**config.mk**
```make
export PLATFORM = sky130hd
export DESIGN_NAME = cnlc_action_ctrl
export DESIGN_NICKNAME = d
export VERILOG_FILES = /design/src/rtl/cnlc_action_ctrl.v
export VERILOG_INCLUDE_DIRS = /design/src /design/src/rtl
export SDC_FILE = /design/constraint.sdc
export NUM_CORES = 1
export LEC_CHECK = 0
export BUFFER_PORTS_ARGS = -buffer_cell sky130_fd_sc_hd__buf_2
export CELL_PAD_IN_SITES_DETAIL_PLACEMENT = 2
export CELL_PAD_IN_SITES_GLOBAL_PLACEMENT = 2
export CORE_AREA = 2 2 215 132
export CTS_CLUSTER_DIAMETER = 40
export CTS_CLUSTER_SIZE = 20
export DETAILED_ROUTE_END_ITERATION = 8
export DIE_AREA = 0 0 217 134
export HOLD_SLACK_MARGIN = 0.06
export PLACE_DENSITY = 0.73
export SETUP_SLACK_MARGIN = 0.15
export SYNTH_ARGS = -nofsm -noshare
export SYNTH_HDL_FRONTEND = slang
export SYNTH_SLANG_ARGS = --single-unit
```
**constraint.sdc**
```tcl
create_clock -name ref_clk -period 5.5 [get_ports ref_clk]
set_input_delay 1.1 -clock ref_clk [delete_from_list [all_inputs] [get_ports ref_clk]]
set_output_delay 1.1 -clock ref_clk [all_outputs]
set_load 0.01 [all_outputs]
```
**src/rtl/cnlc_map.vh**
```
// Constants for the next-lookup action controller: APB map, fields, codes.
// Assumes inclusion by the controller and by its bench.
`ifndef CNLC_MAP_VH
`define CNLC_MAP_VH
`define CNLC_ADDR_CTRL 12'h000
`define CNLC_ADDR_ACT0 12'h004
`define CNLC_ADDR_ACT1 12'h008
`define CNLC_ADDR_FRAME 12'h00c
`define CNLC_ADDR_RES0 12'h010
`define CNLC_ADDR_RES1 12'h014
`define CNLC_ADDR_PTBL 12'h018
`define CNLC_CTRL_GO 0
`define CNLC_CTRL_REDUCED 1
`define CNLC_CTRL_TRI_SEL 2
`define CNLC_KEY_DEFAULT 4'h0
`define CNLC_KEY_TRI_VID 4'h5
`define CNLC_KEY_NORMAL_DST 4'h8
`define CNLC_KEY_DONE 4'hf
`define CNLC_SKIP_NONE 2'h0
`define CNLC_SKIP_LINK 2'h1
`define CNLC_SKIP_NET_LINK 2'h2
`define CNLC_TYPE_ETH 2'h0
`define CNLC_TYPE_CW 2'h1
`define CNLC_TYPE_DATA 2'h3
`define CNLC_MAC_BYTES 8'h0c
`define CNLC_TAG_BYTES 8'h04
`define CNLC_ETYPE_BYTES 8'h02
`define CNLC_IP6_BYTES 8'h28
`define CNLC_STRIP_MAX 8'h2a
`define CNLC_PT_MAX 5'h10
`define CNLC_PTBL_RESET 24'hfac688
`endif

```
**src/rtl/cnlc_action_ctrl.v**
```verilog
// Applies next-lookup and frame-pointer fields of one classifier action.
// Assumes an APB master on ref_clk; frame header facts are loaded by software.
//
// How it works
// - Forced point from 5-bit or table field
// - Key format override, zero keeps default
// - Format 15 ends all remaining lookups
// - Format 8 swaps destination into source fields
// - Format 5 passed on unchanged; CTRL selector bit not applied here
// - Quad-byte advance counted in four bytes
// - Dual-byte advance counted in two bytes
// - Skipped labels already moved, not recounted
// - Protocol skip first, then normalized advance
// - Skip zero none; one passes MACs, tags
// - Skip two passes link and IP; three reserved
// - IPv4 skip includes option words
// - Two-bit layer type at new pointer
// - Type replaced if moved or data with key
// - Strip flag removes bytes before pointer
// - Pointer updated before strip evaluated
// - Strip limited to 42 bytes
// - Two-bit staging control with actions
`timescale 1ns/1ps
`include "cnlc_map.vh"
module cnlc_action_ctrl
(
	input wire ref_clk,
	input wire rst_n,
	input wire psel,
	input wire penable,
	input wire pwrite,
	input wire [11:0] paddr,
	input wire [31:0] pwdata,
	output reg [31:0] prdata,
	output reg pready,
	output reg pslverr,
	output reg [7:0] frame_ptr,
	output reg [1:0] frame_type,
	output reg [4:0] forced_stage_point,
	output reg [1:0] stage_action,
	output reg [3:0] key_format,
	output reg key_swap_dst,
	output reg lookups_finished,
	output reg [7:0] strip_len,
	output reg strip_req,
	output reg result_valid
);
	// Action word 0: [4:0] point, [7:5] small point, [9:8] stage ctrl,
	// [13:10] key format, [15:14] quad, [20:16] dual, [22:21] skip,
	// [24:23] layer type, [25] strip
	reg [31:0] act0_q;
	// Frame word: [7:0] ptr, [9:8] type, [11:10] tags, [12] ipv4,
	// [13] ipv6, [17:14] ihl
	reg [31:0] frame_q;
	reg [2:0] ctrl_q;
	reg [23:0] ptbl_q;
	reg busy_q;
	reg strip_clip_q;
	reg [7:0] skip_bytes;
	reg [7:0] new_ptr;
	reg [7:0] pt_small;
	wire acc;
	wire wr;
	wire rd_ok;
	wire setup;

	assign acc = psel & penable;
	assign wr = acc & pwrite;
	assign setup = psel & ~penable;

	function [7:0] link_len;
		input [1:0] tags;
		begin
			link_len = `CNLC_MAC_BYTES + `CNLC_ETYPE_BYTES +
				({6'h00, tags} << 2);
		end
	endfunction

	// IPv4 header length from IHL words covers options
	function [7:0] ip_len;
		input v4;
		input [3:0] ihl;
		begin
			ip_len = v4 ? {2'b00, ihl, 2'b00} : `CNLC_IP6_BYTES;
		end
	endfunction

	// Four-byte units of the quad field
	function [7:0] quad_bytes;
		input [1:0] units;
		begin
			quad_bytes = {4'h0, units, 2'b00};
		end
	endfunction

	// Two-byte units of the dual field
	function [7:0] dual_bytes;
		input [4:0] units;
		begin
			dual_bytes = {2'b00, units, 1'b0};
		end
	endfunction

	// Rewriter cannot strip past its limit, so clip here
	function [7:0] strip_amount;
		input ena;
		input [7:0] ptr;
		begin
			if (!ena)
				strip_amount = 8'h00;
			else if (ptr > `CNLC_STRIP_MAX)
				strip_amount = `CNLC_STRIP_MAX;
			else
				strip_amount = ptr;
		end
	endfunction

	// Triple-VID variant is picked by the key generator from CTRL,
	// so the code itself passes unchanged
	function [3:0] next_key;
		input [3:0] code;
		begin
			case (code)
				`CNLC_KEY_TRI_VID: next_key = `CNLC_KEY_TRI_VID;
				default: next_key = code;
			endcase
		end
	endfunction

	// Type follows a moved pointer, or raw data given a key
	function type_moves;
		input [7:0] old_ptr;
		input [7:0] nxt_ptr;
		input [1:0] old_type;
		input [3:0] code;
		begin
			type_moves = (nxt_ptr != old_ptr) ||
				(old_type == `CNLC_TYPE_DATA &&
				code != `CNLC_KEY_DEFAULT);
		end
	endfunction

	// Reduced actions index the eight-entry point table
	function [2:0] small_point;
		input [23:0] tbl;
		input [2:0] idx;
		begin
			small_point = tbl[3*idx +: 3];
		end
	endfunction

	wire [1:0] skip_sel = act0_q[22:21];
	wire is_ip = frame_q[12] | frame_q[13];

	always @*
	begin
		skip_bytes = 8'h00;
		pt_small = {5'h00, small_point(ptbl_q, act0_q[7:5])};
		case (skip_sel)
			`CNLC_SKIP_LINK:
				if (frame_q[9:8] == `CNLC_TYPE_ETH)
					skip_bytes = link_len(frame_q[11:10]);
			`CNLC_SKIP_NET_LINK:
				if (frame_q[9:8] == `CNLC_TYPE_ETH && is_ip)
					skip_bytes = link_len(frame_q[11:10]) +
						ip_len(frame_q[12], frame_q[17:14]);
				else if (frame_q[9:8] == `CNLC_TYPE_CW && is_ip)
					skip_bytes = ip_len(frame_q[12], frame_q[17:14]);
			default:
				skip_bytes = 8'h00; // Reserved code moves nothing
		endcase
		// Skip first, then the normalized units; pointer already past
		// any skipped labels so they are not added again
		new_ptr = frame_q[7:0] + skip_bytes +
			quad_bytes(act0_q[15:14]) +
			dual_bytes(act0_q[20:16]);
	end

	assign rd_ok = (paddr == `CNLC_ADDR_CTRL) || (paddr == `CNLC_ADDR_ACT0) ||
		(paddr == `CNLC_ADDR_FRAME) || (paddr == `CNLC_ADDR_RES0) ||
		(paddr == `CNLC_ADDR_RES1) || (paddr == `CNLC_ADDR_PTBL) ||
		(paddr == `CNLC_ADDR_ACT1);

	always @(posedge ref_clk or negedge rst_n)
	begin
		if (!rst_n)
		begin
			act0_q <= 32'h00000000;
			frame_q <= 32'h00000000;
			ctrl_q <= 3'h0;
			ptbl_q <= `CNLC_PTBL_RESET;
			busy_q <= 1'b0;
			strip_clip_q <= 1'b0;
			prdata <= 32'h00000000;
			pready <= 1'b0;
			pslverr <= 1'b0;
			frame_ptr <= 8'h00;
			frame_type <= 2'h0;
			forced_stage_point <= 5'h00;
			stage_action <= 2'h0;
			key_format <= 4'h0;
			key_swap_dst <= 1'b0;
			lookups_finished <= 1'b0;
			strip_len <= 8'h00;
			strip_req <= 1'b0;
			result_valid <= 1'b0;
		end
		else
		begin
			// Fixed one wait-free access phase keeps the master simple
			pready <= setup;
			pslverr <= setup & ~rd_ok;
			result_valid <= 1'b0;
			busy_q <= 1'b0;
			if (setup & ~pwrite)
			begin
				case (paddr)
					`CNLC_ADDR_CTRL: prdata <= {29'h0, ctrl_q};
					`CNLC_ADDR_ACT0: prdata <= act0_q;
					`CNLC_ADDR_FRAME: prdata <= frame_q;
					`CNLC_ADDR_RES0: prdata <= {4'h0, strip_clip_q,
						lookups_finished, key_swap_dst, key_format,
						stage_action, forced_stage_point, frame_type,
						frame_ptr};
					`CNLC_ADDR_RES1: prdata <= {22'h0, busy_q, strip_req,
						strip_len};
					`CNLC_ADDR_PTBL: prdata <= {8'h00, ptbl_q};
					default: prdata <= 32'h00000000;
				endcase
			end
			if (wr & pready)
			begin
				case (paddr)
					`CNLC_ADDR_CTRL: ctrl_q <= pwdata[2:0];
					`CNLC_ADDR_ACT0: act0_q <= pwdata;
					`CNLC_ADDR_FRAME: frame_q <= pwdata;
					`CNLC_ADDR_PTBL: ptbl_q <= pwdata[23:0];
					default: ;
				endcase
				busy_q <= (paddr == `CNLC_ADDR_CTRL) & pwdata[`CNLC_CTRL_GO];
			end
			// One action applied atomically in one cycle; result_valid
			// tells the key generator the next lookup may start
			if (busy_q)
			begin
				result_valid <= 1'b1;
				if (act0_q[9:8] != 2'h0)
				begin
					stage_action <= act0_q[9:8];
					if (ctrl_q[`CNLC_CTRL_REDUCED])
						forced_stage_point <= pt_small[4:0];
					else if (act0_q[4:0] <= `CNLC_PT_MAX)
						forced_stage_point <= act0_q[4:0];
				end
				else
					stage_action <= 2'h0;
				lookups_finished <= act0_q[13:10] == `CNLC_KEY_DONE;
				key_swap_dst <=
					act0_q[13:10] == `CNLC_KEY_NORMAL_DST;
				key_format <= next_key(act0_q[13:10]);
				frame_ptr <= new_ptr;
				// Write-back lets a chained action start at the new spot
				frame_q[7:0] <= new_ptr;
				if (type_moves(frame_q[7:0], new_ptr, frame_q[9:8],
					act0_q[13:10]))
				begin
					frame_type <= act0_q[24:23];
					frame_q[9:8] <= act0_q[24:23];
				end
				else
					frame_type <= frame_q[9:8];
				// Strip uses the updated pointer, clipped at the limit
				strip_req <= act0_q[25];
				strip_len <= strip_amount(act0_q[25], new_ptr);
				// Clip flag lets software see a strip that fell short
				strip_clip_q <= act0_q[25] & (new_ptr > `CNLC_STRIP_MAX);
			end
		end
	end
endmodule // cnlc_action_ctrl

```
==> results.ini <==
[place]
input_output_buffers=115
postPlaceCellArea_mm2=0.008962
finalWeightedCongestion=0.8256
detailed_place_hpwl_um=20470

[floorplan]
horiz_die_dim_um=217
top_ports=116
die_area_mm2=0.02908
die-height_um=134
placementRows=47
starting_density_of_the_core_pct=29.51
core_region_area_mm2=0.02717

[cells_and_area]
area.sequential_mm2=0.004019
insertedDiodeCount=0
final_cell_area_mm2=0.009524
share_of_post_route_cells_with_drive_strength_above_1_pct=32.32
area_delta_synth_final_pct=18.81
final_nets=885
multiInputGateArea_mm2=0.003685
filler_cell_count=2945

[power]
pwr-share-seq_pct=48.0
power_density_over_the_cells_mw_per_mm2=258.1
total_leakage_power_uw=0.004549
power_frac_clock_pct=47.6
intPower_uw=1867
netSwitchingFraction_pct=24.03
share_comb_of_total_power_pct=4.4
power.ir.vdd_worst_uv=170.4
p_sw_uw=590.8

[clock_tree]
htree_levels=4
clk_tree_root_cell=sky130_fd_sc_hd__clkbuf_16
post-cts-setup-buffers=0
clk_latency_ns=0.44
clock_tree_from_tritoncts=done
post_cts_hold_buffer_count=0
cts_inserted_buffers=17
clk_pin_slew_ns=0.06
post_cts_resize_count=0
tritoncts_num_sinks=160
clock_path_buffers=2

[global_route]
globalRouteOverflowTotal=0
grt_first_pass_wirelength_um=43340
via_count_of_the_first_global_routing_pass=6628
gr-usage-all-layers_pct=20.19
grt_max_degree=92
grt_antenna_before_repair=0

[routing]
drtIter0Drc=407
drcViolationCount=0
vias=6151
drt_pass1_iterations=4
detail_route.wirelength_um=28470
drt.antenna.violating_nets=0
via_per_inst=5.156
routed_wire_length_per_instance_um=23.87

[worst_setup_path]
cp.required_ns=5.82
worstSetupStartpointType=flip-flop
sort_of_element_at_the_end_of_the_critical_path=flip-flop
crit_type=flip-flop to flip-flop
worstPathMaxFanout=5
cp_data_arrival_time_ns=5.27

[synth]
yosysMostFrequentCell=sky130_fd_sc_hd__dfrtp_1
ys_seq_area_share_pct=50.13
synth.top_cells.by_count=sky130_fd_sc_hd__dfrtp_1 (148), sky130_fd_sc_hd__mux2_2 (86), sky130_fd_sc_hd__o21ai_0 (71)
synth_top_cell_area_share_pct=46.20
synthArstFlopShare_pct=100.0
synth_edf_count=0
synthesis.yosys.warnings=0
postSynthNetCount=777
avgSynthCellArea_um2=11.37
synthDominantAreaCellType=sky130_fd_sc_hd__dfrtp_1
synth_seq_cells=160
synth.lib_cells_used.distinct=57
synth_ff_type=sky130_fd_sc_hd__dfrtp_1
synthCells=705
synthTopCellsByArea=sky130_fd_sc_hd__dfrtp_1 (46%), sky130_fd_sc_hd__mux2_2 (12%), sky130_fd_sc_hd__mux2i_1 (4.6%)
synth.cell_area_mm2=0.008016

[timing]
maxSlewViolCount=0
fin_tns_setup_ns=0
fin_worst_skew_ns=0.01013
setup_violators_final=0
hold_viol_final=0
rsz0062_at_grt=false
relSlewSlack_pct=34.47
max_clock_freq_mhz=202.1
worst-slew-pin-transition_ns=0.9748
fin_crit_sh_pct=89.98
timing.final.crit_period_ns=4.949

[run]
cap_viol_max_count=0

[run_status]
outcome=completed

[hold_path]
min-delay-path-class=flip-flop to flip-flop

==> per-stage QoR <==
stage	setup WS, ns	utilization (%)	cells	hold WS [ns]	total power (uW)
2_1_floorplan	1.164	-	705	0.3976	1237
3_3_place_gp	0.9105	32.99	1161	0.4635	1308
3_5_place_dp	0.6546	32.99	1161	0.4698	1310
4_1_cts	0.5669	35.06	1193	0.4845	2490
5_1_grt	0.2933	35.06	1193	0.5014	2542
6_report	0.5513	35.06	1193	0.4810	2458
==> worst paths after layout <==
check / depth (start not counted) / to / start / slack [ns]
setup / recovery: 16 / frame_q[8] / frame_q[10] / 0.55
setup reg to reg: 16 / frame_q[8] / frame_q[10] / 0.55
hold / removal: 2 / prdata[19] / prdata[19] / 0.48
min in group asynchronous: 1 / result_valid / rst_n / 0.75
hold reg to reg: 2 / prdata[19] / prdata[19] / 0.48
max in group asynchronous: 2 / ptbl_q[19] / rst_n / 3.60
==> cells in the final DEF, fill, tap and decap left out, drive strengths merged, types with 4 or more instances in the layout <==
cell type and n:
nor2b 6, ha 14, mux2i 37, clkinv 4, nor3 6, fa 9, and3 5, dfstp 12
xor2 4, mux2 86, a211oi 5, a22oi 10, mux4 6, o21ai 76, buf 129, a21oi 20
nor4 4, inv 30, a221oi 16, nand2b 7, clkbuf 24, dfrtp 148, nor2 43, nand2 67
a21o 4, xnor2 5, a22o 4
==> registers in the layout, summed over array words and instances (netlist names), 2 cells and up <==
| signal | cells |
|---|---|
| ptbl_q | 24 |
| act0_q | 32 |
| key_format | 4 |
| ctrl_q | 3 |
| prdata | 32 |
| frame_ptr | 8 |
| stage_action | 2 |
| strip_len | 8 |
| frame_q | 32 |
| frame_type | 2 |
| forced_stage_point | 5 |
==> worst max-delay path, stage by stage (launching register included) <==
cell and delay [ns]:
sky130_fd_sc_hd__dfrtp_1 0.36, sky130_fd_sc_hd__inv_1 0.09, sky130_fd_sc_hd__ha_1 0.32, sky130_fd_sc_hd__inv_1 0.08, sky130_fd_sc_hd__fa_1 0.46, sky130_fd_sc_hd__xnor2_1 0.15, sky130_fd_sc_hd__a221oi_1 0.28, sky130_fd_sc_hd__nor2_1 0.10
sky130_fd_sc_hd__fa_1 0.48, sky130_fd_sc_hd__inv_1 0.04, sky130_fd_sc_hd__ha_1 0.33, sky130_fd_sc_hd__fa_1 0.56, sky130_fd_sc_hd__xor2_1 0.17, sky130_fd_sc_hd__nor4_1 0.32, sky130_fd_sc_hd__o2111ai_1 0.28, sky130_fd_sc_hd__o21ai_0 0.41
sky130_fd_sc_hd__mux2_2 0.39
==> power by group through the flow <==
stage                     logic [uW]  clock network (uW)  registers, uW
final                            109                1170           1180
after global routing             119                1250           1180
after CTS                        110                1200           1180
after detailed placement         110                   0           1200
after global placement           108                   0           1200
after floorplan                 36.4                   0           1200
==> logic make-up (layout without fill, tap and decap cells) <==
group                    after synthesis  count (layout)  share of synthesized area, %
buffers and inverters                 70             191                         3.902
adder cells (fa/ha/maj)               23              23                         4.433
multiplexers                         129             129                         18.39
flip-flops                           160             160                         50.13
AO/OA/AOI/OAI                        155             155                         11.96
XOR/XNOR                              11              11                         1.545
AND/OR/NAND/NOR                      157             157                         9.645
==> metal layers <==
| metal | vias up | GRT usage [%] | routed length (um) | part of all wire [%] |
|---|---|---|---|---|
| met5 | - | 0 | 0 | 0 |
| met4 | 0 | 4.414 | 235 | 0.83 |
| met3 | 22 | 4.943 | 1563 | 5.5 |
| met2 | 151 | 30.94 | 12780 | 45 |
| met1 | 3233 | 28.87 | 13890 | 49 |
| li1 | 2745 | - | - | - |
==> area by class of cell <==
type | instances | share of cell area [%]
flip-flops and latches | 160 | 42.20
inverters | 30 | 1.182
well taps | 367 | 4.821
clock inverters | 8 | 0.8408
multi-input cells | 475 | 38.69
repair buffers | 129 | 7.212
clock buffers | 24 | 5.058
Power figures use the tool's default switching activity.
